[config.mk]
export PLATFORM = sky130hd
export DESIGN_NAME = oag_core
export DESIGN_NICKNAME = d
export VERILOG_FILES = /design/src/hdl/oag_pkg.sv /design/src/hdl/oag_core.sv
export VERILOG_INCLUDE_DIRS = /design/src /design/src/hdl
export SDC_FILE = /design/constraint.sdc
export NUM_CORES = 1
export LEC_CHECK = 0
export ABC_CLOCK_PERIOD_IN_PS = 5100
export BUFFER_PORTS_ARGS = -buffer_cell sky130_fd_sc_hd__buf_2
export CAP_MARGIN = 30
export CORE_AREA = 2 2 114 172
export CTS_BUF_LIST = sky130_fd_sc_hd__clkbuf_4
export DETAILED_ROUTE_END_ITERATION = 10
export DIE_AREA = 0 0 116 174
export PLACE_DENSITY = 0.76
export SYNTH_ARGS = -nofsm -noshare
export SYNTH_HDL_FRONTEND = slang
export SYNTH_SLANG_ARGS = --single-unit
[constraint.sdc]
create_clock -name mclk -period 5.1 [get_ports mclk]
set_input_delay 0.255 -clock mclk [delete_from_list [all_inputs] [get_ports mclk]]
set_output_delay 0.255 -clock mclk [all_outputs]
set_load 0.01 [all_outputs]
[src/hdl/oag_params.svh]
// Purpose: constants for the operand address generator
// Assumes: 8-bit register file, 16-bit memory addresses
// Notes: register locations are set-1 addresses
`ifndef OAG_PARAMS_SVH
`define OAG_PARAMS_SVH
`define OAG_SLICE0_ADDR 8'hD6
`define OAG_SLICE1_ADDR 8'hD7
`define OAG_SPH_ADDR 8'hD8
`define OAG_SPL_ADDR 8'hD9
`define OAG_SLICE0_RST 8'hC0
`define OAG_SLICE1_RST 8'hC8
`define OAG_WREG_NIBBLE 4'hC
`define OAG_SEL_BIT 3
`define OAG_PROT_LO 8'hC0
`endif

[src/hdl/oag_pkg.sv]
// Purpose: types for the operand address generator
// Assumes: nothing beyond the params header
// Notes: mode codes are one-hot
package oag_pkg;
  typedef enum logic [6:0] {
    OAG_M_REG = 7'h01,
    OAG_M_PTR = 7'h02,
    OAG_M_IDXR = 7'h04,
    OAG_M_IDXM = 7'h08,
    OAG_M_DIR = 7'h10,
    OAG_M_VEC = 7'h20,
    OAG_M_PCO = 7'h40
  } oag_mode_e;
  typedef enum logic [5:0] {
    OAG_S_IDLE = 6'h01,
    OAG_S_PUSH_LO = 6'h02,
    OAG_S_PUSH_HI = 6'h04,
    OAG_S_PUSH_FL = 6'h08,
    OAG_S_POP_HI = 6'h10,
    OAG_S_POP_LO = 6'h20
  } oag_stk_e;
  typedef struct packed {
    logic [7:0] addr;
    logic [7:0] data;
    logic we;
  } oag_rf_s;
endpackage

[src/hdl/oag_core.sv]
// Purpose: operand, stack and branch address generation
// Assumes: decoder presents one request per cycle, pulses each stack request for one cycle only
// Notes: stack pointer has no reset value; protected flag marks illegal accesses
// Overview of operation
// - upper nibble 1100B marks a working-register reference, low nibble selects
// - bit 3 of address chooses slice pointer zero or one
// - final address is pointer bits 7:3 joined with operand bits 2:0
// - slice pointers at D6H, D7H; reset to C0H and C8H
// - register pair: high byte at even address, low byte at odd
// - call pushes program counter; subroutine_exit pops it, but only its high byte reaches pc_pop
// - interrupt pushes counter and flags; interrupt_exit pops both, loading flags_pop and only the counter high byte
// - pointer decrements before push, increments after pop
// - 16-bit stack pointer at D8H/D9H, undefined after reset
// - low byte wrap carries or borrows into high byte
// - user stacks via push/pull up/down anywhere in register file
// - indirect mode uses register content or pair content as address
// - indirect addressing may not reach C0H-FFH
// - indexed addressing may not reach C0H-FFH
// - short memory offset is sign-extended, -128 to +127
// - indexed register access adds instruction base to working register offset
// - indexed memory adds 8 or 16-bit offset to working pair base
// - register indexed only for register_move; memory moves index memory
// - direct mode takes 16-bit address; jump and call load counter
// - vector mode reads pair in lowest 256 program bytes
// - relative mode adds signed offset to next-instruction counter
// - branches and short_jump use relative addressing
`timescale 1ns/1ps
`include "oag_params.svh"
module oag_core (
  input wire logic mclk,
  input wire logic rst,
  input wire logic [6:0] mode,
  input wire logic [7:0] opnd,
  input wire logic [15:0] opnd16,
  input wire logic [7:0] reg_val,
  input wire logic [15:0] pair_val,
  input wire logic [15:0] pc_val,
  input wire logic mem_access,
  input wire logic short_ofs,
  input wire logic is_reg_move,
  input wire logic cfg_we,
  input wire logic [7:0] cfg_addr,
  input wire logic [7:0] cfg_wdata,
  input wire logic call_req,
  input wire logic sub_exit_req,
  input wire logic int_req,
  input wire logic int_exit_req,
  input wire logic [7:0] flags_val,
  input wire logic [7:0] stk_rdata,
  input wire logic ustk_req,
  input wire logic ustk_pop,
  input wire logic ustk_up,
  input wire logic [7:0] ustk_ptr,
  output logic [7:0] rf_addr,
  output logic [15:0] mem_addr,
  output logic [15:0] pc_next,
  output logic pc_load,
  output logic addr_fault,
  output logic [7:0] ustk_addr,
  output logic [7:0] ustk_ptr_new,
  output logic [7:0] cfg_rdata,
  output oag_pkg::oag_rf_s stk_bus,
  output logic [15:0] stk_addr,
  output logic [15:0] pc_pop,
  output logic [7:0] flags_pop,
  output logic stk_done
);
  // ************************************************************
  // slice pointers and stack pointer
  // ************************************************************
  logic [7:0] slice0_q, slice1_q, sph_q, spl_q;
  logic [15:0] sp_d;
  logic sp_we;
  oag_pkg::oag_stk_e st_q, st_d;

  always_ff @(posedge mclk or posedge rst) begin
    if (rst) begin
      slice0_q <= `OAG_SLICE0_RST;
      slice1_q <= `OAG_SLICE1_RST;
    end else if (cfg_we && cfg_addr == `OAG_SLICE0_ADDR) begin
      slice0_q <= cfg_wdata;
    end else if (cfg_we && cfg_addr == `OAG_SLICE1_ADDR) begin
      slice1_q <= cfg_wdata;
    end
  end

  // no reset: value is undefined until software loads it
  always_ff @(posedge mclk) begin
    if (sp_we) begin
      sph_q <= sp_d[15:8];
      spl_q <= sp_d[7:0];
    end else if (cfg_we && cfg_addr == `OAG_SPH_ADDR) begin
      sph_q <= cfg_wdata;
    end else if (cfg_we && cfg_addr == `OAG_SPL_ADDR) begin
      spl_q <= cfg_wdata;
    end
  end

  // ************************************************************
  // combinational address formation
  // ************************************************************
  function automatic logic [7:0] wreg_map(input logic [7:0] a, input logic [7:0] p0, input logic [7:0] p1);
    logic [7:0] p;
    p = a[`OAG_SEL_BIT] ? p1 : p0;
    if (a[7:4] == `OAG_WREG_NIBBLE) begin
      wreg_map = {p[7:3], a[2:0]};
    end else begin
      wreg_map = a;
    end
  endfunction

  function automatic logic prot(input logic [7:0] a);
    prot = a >= `OAG_PROT_LO;
  endfunction

  wire [15:0] sp_cur = {sph_q, spl_q};
  wire [7:0] wreg_addr = wreg_map(opnd, slice0_q, slice1_q);
  wire [7:0] idx_raddr = 8'(opnd + reg_val);
  wire [15:0] ofs_ext = short_ofs ? {{8{opnd[7]}}, opnd} : opnd16;
  wire [15:0] idx_maddr = 16'(pair_val + ofs_ext);
  wire [15:0] rel_addr = 16'(pc_val + {{8{opnd[7]}}, opnd});
  wire [15:0] vec_addr = {8'h00, opnd};
  wire ptr_fault = (mode == oag_pkg::OAG_M_PTR) && !mem_access && prot(reg_val);
  wire idx_fault = (mode == oag_pkg::OAG_M_IDXR) && (prot(idx_raddr) || !is_reg_move);

  logic [7:0] rf_d;
  logic [15:0] mem_d, pcn_d;
  logic pcl_d;
  always_comb begin
    rf_d = wreg_addr;
    mem_d = 16'h0000;
    pcn_d = pc_val;
    pcl_d = 1'b0;
    case (mode)
      oag_pkg::OAG_M_PTR: begin
        rf_d = reg_val;
        mem_d = pair_val;
      end
      oag_pkg::OAG_M_IDXR: rf_d = idx_raddr;
      oag_pkg::OAG_M_IDXM: mem_d = idx_maddr;
      oag_pkg::OAG_M_DIR: begin
        mem_d = opnd16;
        pcn_d = opnd16;
        pcl_d = !mem_access;
      end
      oag_pkg::OAG_M_VEC: mem_d = vec_addr;
      oag_pkg::OAG_M_PCO: begin
        pcn_d = rel_addr;
        pcl_d = 1'b1;
      end
      default: rf_d = wreg_addr;
    endcase
  end

  // user stacks: push down decrements before, pull up increments after
  wire [7:0] ustk_dec = 8'(ustk_ptr - 8'h01);
  wire [7:0] ustk_inc = 8'(ustk_ptr + 8'h01);
  // pushes store at the stepped pointer, pulls read the current one before stepping
  wire [7:0] unew_d = ustk_up ? ustk_inc : ustk_dec;
  wire [7:0] uaddr_d = ustk_pop ? ustk_ptr : unew_d;

  always_ff @(posedge mclk or posedge rst) begin
    if (rst) begin
      rf_addr <= 8'h00;
      mem_addr <= 16'h0000;
      pc_next <= 16'h0000;
      pc_load <= 1'b0;
      addr_fault <= 1'b0;
      ustk_addr <= 8'h00;
      ustk_ptr_new <= 8'h00;
    end else begin
      rf_addr <= rf_d;
      mem_addr <= mem_d;
      pc_next <= pcn_d;
      pc_load <= pcl_d;
      addr_fault <= ptr_fault || idx_fault;
      ustk_addr <= ustk_req ? uaddr_d : ustk_addr;
      ustk_ptr_new <= ustk_req ? unew_d : ustk_ptr_new;
    end
  end

  // ************************************************************
  // system stack sequencer
  // ************************************************************
  // counter pushed low byte first so the high byte lands at the lower address, which is even only if SP starts even
  logic is_int_q, was_intx_q;
  logic [15:0] sp_dec, sp_inc;
  assign sp_dec = 16'(sp_cur - 16'h0001);
  assign sp_inc = 16'(sp_cur + 16'h0001);

  always_comb begin
    st_d = st_q;
    sp_we = 1'b0;
    sp_d = sp_cur;
    case (st_q)
      oag_pkg::OAG_S_IDLE: begin
        if (call_req || int_req) st_d = oag_pkg::OAG_S_PUSH_LO;
        else if (sub_exit_req || int_exit_req) st_d = int_exit_req ? oag_pkg::OAG_S_PUSH_FL : oag_pkg::OAG_S_POP_HI;
      end
      oag_pkg::OAG_S_PUSH_LO: begin
        sp_we = 1'b1;
        sp_d = sp_dec;
        st_d = oag_pkg::OAG_S_PUSH_HI;
      end
      oag_pkg::OAG_S_PUSH_HI: begin
        sp_we = 1'b1;
        sp_d = sp_dec;
        st_d = is_int_q ? oag_pkg::OAG_S_PUSH_FL : oag_pkg::OAG_S_IDLE;
      end
      oag_pkg::OAG_S_PUSH_FL: begin
        sp_we = 1'b1;
        sp_d = was_intx_q ? sp_inc : sp_dec;
        st_d = was_intx_q ? oag_pkg::OAG_S_POP_HI : oag_pkg::OAG_S_IDLE;
      end
      oag_pkg::OAG_S_POP_HI: begin
        sp_we = 1'b1;
        sp_d = sp_inc;
        st_d = oag_pkg::OAG_S_POP_LO;
      end
      oag_pkg::OAG_S_POP_LO: begin
        sp_we = 1'b1;
        sp_d = sp_inc;
        st_d = oag_pkg::OAG_S_IDLE;
      end
      default: st_d = oag_pkg::OAG_S_IDLE;
    endcase
  end

  // write cycles use the already-decremented address; pops read the top first
  wire [15:0] push_addr = sp_dec;
  wire push_st = (st_q == oag_pkg::OAG_S_PUSH_LO) || (st_q == oag_pkg::OAG_S_PUSH_HI) ||
                 ((st_q == oag_pkg::OAG_S_PUSH_FL) && !was_intx_q);
  wire [7:0] push_data = (st_q == oag_pkg::OAG_S_PUSH_LO) ? pc_val[7:0] :
                         (st_q == oag_pkg::OAG_S_PUSH_HI) ? pc_val[15:8] : flags_val;

  always_ff @(posedge mclk or posedge rst) begin
    if (rst) begin
      st_q <= oag_pkg::OAG_S_IDLE;
      is_int_q <= 1'b0;
      was_intx_q <= 1'b0;
      stk_bus <= '0;
      stk_addr <= 16'h0000;
      pc_pop <= 16'h0000;
      flags_pop <= 8'h00;
      stk_done <= 1'b0;
    end else begin
      st_q <= st_d;
      if (st_q == oag_pkg::OAG_S_IDLE) begin
        is_int_q <= int_req;
        was_intx_q <= int_exit_req && !call_req && !int_req;
      end
      stk_bus.we <= push_st;
      stk_bus.addr <= push_st ? push_addr[7:0] : sp_cur[7:0];
      stk_bus.data <= push_data;
      stk_addr <= push_st ? push_addr : sp_cur;
      // stk_rdata is the byte at the address presented the previous cycle
      if (st_q == oag_pkg::OAG_S_POP_LO) pc_pop[15:8] <= stk_rdata;
      if (st_q == oag_pkg::OAG_S_IDLE && stk_done && !was_intx_q) pc_pop[7:0] <= pc_pop[7:0];
      if (st_q == oag_pkg::OAG_S_POP_HI && was_intx_q) flags_pop <= stk_rdata;
      stk_done <= (st_d == oag_pkg::OAG_S_IDLE) && (st_q != oag_pkg::OAG_S_IDLE);
    end
  end

  // ************************************************************
  // register reads
  // ************************************************************
  wire [7:0] rd_d = (cfg_addr == `OAG_SLICE0_ADDR) ? slice0_q :
                    (cfg_addr == `OAG_SLICE1_ADDR) ? slice1_q :
                    (cfg_addr == `OAG_SPH_ADDR) ? sph_q :
                    (cfg_addr == `OAG_SPL_ADDR) ? spl_q : 8'h00;
  always_ff @(posedge mclk or posedge rst) begin
    if (rst) cfg_rdata <= 8'h00;
    else cfg_rdata <= rd_d;
  end
endmodule // oag_core

==> impl_metrics.env <==
export IMPL_synth_seq_cells=148
export IMPL_leakage_nw=5.54
export IMPL_yosysWarnings=0
export IMPL_switching_share=0.360
export IMPL_fp_dieW_um=116
export IMPL_finClkSkew_ns=0.0137
export IMPL_dr_pass1_iters=5
export IMPL_rows=62
export IMPL_r2r_slack_ns=2.28
export IMPL_antenna_found_initial=1
export IMPL_p_sw_mw=1.39
export IMPL_hp_class="in2reg"
export IMPL_async_reset_ff_frac=0.892
export IMPL_ys_flop_type="dfrtp_1"
export IMPL_ys_types=84
export IMPL_cts_root_buffer="clkbuf_4"
export IMPL_path_clk_slew_ns=0.13
export IMPL_hold_viol_final=0
export IMPL_start_kind="input port"
export IMPL_drt_wirelength_per_cell_um=17.8
export IMPL_final_seq_area_sq_um=3790
export IMPL_htree_levels=4
export IMPL_maxCapViolCount=0
export IMPL_syn_mean_instance_area_sq_um=9.73
export IMPL_maxSlewHeadroom=0.323
export IMPL_multi_input_area_sq_um=4960
export IMPL_antenna_left=0
export IMPL_first_iter_violations=604
export IMPL_fill_cells=1588
export IMPL_rr_endpoint="spl_q[3]"
export IMPL_finalSetupViolations=0
export IMPL_clockBufferDepth=2
export IMPL_post_drt_via_cell_ratio=5.65
export IMPL_start_util=0.491
export IMPL_cts_buffers_inserted=17
export IMPL_rr_worst_depth=6
export IMPL_post_cts_buffers=0
export IMPL_reg2reg_from="st_q[3]"
export IMPL_post_route_util=0.630
export IMPL_numPortBuffers=239
export IMPL_outcome="complete, no violations"
export IMPL_fmax_mhz=295
export IMPL_area_delta_synth_final_pct=28.2
export IMPL_drc_errors=0
export IMPL_internal_power_mw=2.46
export IMPL_whs_ns=0.0468
export IMPL_clkLatencyLatePin_ns=0.58
export IMPL_die_y_um=174
export IMPL_power_frac_clock=0.214
export IMPL_nets=1434
export IMPL_grt_usage=0.275
export IMPL_vias=8652
export IMPL_rsz0062_at_grt="false"
export IMPL_power_density_nw_per_um2=326
export IMPL_clkSinkCount=148
export IMPL_end_kind="register"
export IMPL_overflow=0
export IMPL_path_max_fanout=6
export IMPL_post_route_min_period_ns=3.39
export IMPL_synthCells=948
export IMPL_synth_area_sq_um=9220
export IMPL_drv_slew=0
export IMPL_cts_tree="built"
export IMPL_pin_count=248
export IMPL_layout_worst_path_cycle_share=0.665
export IMPL_setup_worst_path_end="mem_addr[15]"
export IMPL_wl_um=27300
export IMPL_coreArea_sq_um=18800
export IMPL_dp_hpwl_um=19500
export IMPL_comb_power_share=0.349
export IMPL_synth_edf_count=16
export IMPL_grt_pass1_wl_um=43000
export IMPL_gp_congestion=0.961
export IMPL_finalSetupTns_ns=0
export IMPL_worst_slew_pin_slew_ns=1.01
export IMPL_first_global_vias=8659
export IMPL_critPathArrivalTime_ns=3.87
export IMPL_dieArea_sq_um=20200
export IMPL_seq_area_frac_synth=0.411
export IMPL_power_share_sequential=0.438
export IMPL_worstSetupStartpoint="opnd16[6]"
export IMPL_grt_max_degree=78
export IMPL_worstSetupPathType="in2reg"
export IMPL_ir_drop_v=0.000155
export IMPL_cp_required_ns=5.58
export IMPL_drive_above_1_share=0.274
-- critical path: stages --
cell and delay (ns):
dlygate4sd3_1 0.53, buf_2 0.15, mux2_2 0.26, ha_1 0.35
a211oi_1 0.40, nor2_1 0.10, a211oi_1 0.36, o21ai_0 0.27
a221oi_1 0.37, xnor2_1 0.16, o211ai_1 0.10, dlygate4sd3_1 0.58
-- metrics by stage --
stage                     setup slack (ns)  cells  area, sq um  power (mW)
after floorplan                       1.33    955         9250        2.56
after global placement                2.03   1395        10500        2.92
after detailed placement              1.99   1396        10500        2.96
after CTS                             1.83   1530        11800        3.85
after global routing                  1.62   1531        11800        4.09
final                                 1.71   1531        11800        3.85
-- repair_timing --
item / CTS / global route
hold endpoints to repair: 168 / 0
hold buffers: 102 / 0
endpoints found under the setup margin: 0 / 0
gates resized for setup: 0 / 0
-- how the worst min path moves through the flow --
stage | start | endpoint | depth (start not counted)
floorplan | ustk_ptr[0] | ustk_ptr_new[0] | 1
global placement | rst | ustk_addr[0] | 2
detailed placement | rst | ustk_addr[0] | 2
CTS | reg_val[6] | addr_fault | 3
global route | reg_val[6] | addr_fault | 3
finish | reg_val[6] | addr_fault | 3
-- final cells by class --
type	instances	area share
Antenna cell	1	0.000212
Clock buffer	20	0.0127
Clock inverter	12	0.0137
Inverter	42	0.0139
Multi-Input combinational cell	704	0.420
Sequential cell	148	0.321
Tap cell	256	0.0271
Timing Repair Buffer	348	0.192
-- placed cells by master (no fill, tap or decap), drive strengths merged, types with 41 or more instances in the layout --
master / n
o21ai: 84
nor2: 65
dfrtp: 126
mux2: 41
a21oi: 53
nand2: 83
dlygate4sd3: 102
inv: 42
ha: 45
buf: 246
-- power groups by stage --
stage	Clock (mW)	Combinational (mW)	Sequential, mW
floorplan	0	0.877	1.68
global placement	0	1.23	1.70
detailed placement	0	1.26	1.70
CTS	0.843	1.33	1.68
global route	0.885	1.49	1.72
finish	0.822	1.34	1.68
-- cell usage after synthesis (all sizes together) (33+ instances only) --
cell | instances | area (sq um)
nor2 | 65 | 246
dfrtp | 126 | 3150
ha | 45 | 563
o21ai | 84 | 428
mux2 | 41 | 462
buf | 34 | 224
xnor2 | 33 | 289
nand2 | 83 | 314
xor2 | 35 | 307
inv | 40 | 150
a21oi | 53 | 265
-- registers in the layout (all words and copies together) (netlist names), 6 cells and up --
register / count
mem_addr: 16
pc_next: 16
stk_addr: 16
stk_bus: 9
cfg_rdata: 8
flags_pop: 8
pc_pop: 8
rf_addr: 8
slice0_q: 8
slice1_q: 8
sph_q: 8
spl_q: 8
ustk_addr: 8
ustk_ptr_new: 8
st_q: 6
-- cell families (layout without fill, tap and decap cells) --
group                      count (synthesis)  count (layout)  share of synthesized area
and+or+nand+nor                          259             259                      0.143
DFF                                      148             148                      0.411
muxes                                     67              67                     0.0783
other                                      1               9                   0.000407
xor gates and xnor gates                  68              68                     0.0646
AOI/OAI and AO/OA                        253             253                      0.179
buffers and inverters                    103             422                     0.0544
adders and majority gates                 49              49                     0.0697
-- layer usage --
| metal | global-route usage | wire, um | share of wire | up-vias |
|---|---|---|---|---|
| li1 | - | - | - | 4069 |
| met1 | 0.301 | 9860 | 0.36 | 4059 |
| met2 | 0.489 | 14300 | 0.52 | 435 |
| met3 | 0.0582 | 2000 | 0.073 | 89 |
| met4 | 0.142 | 1180 | 0.043 | 0 |
| met5 | 0 | 0 | 0 | - |
No activity file was read; power rests on OpenSTA's default activity.
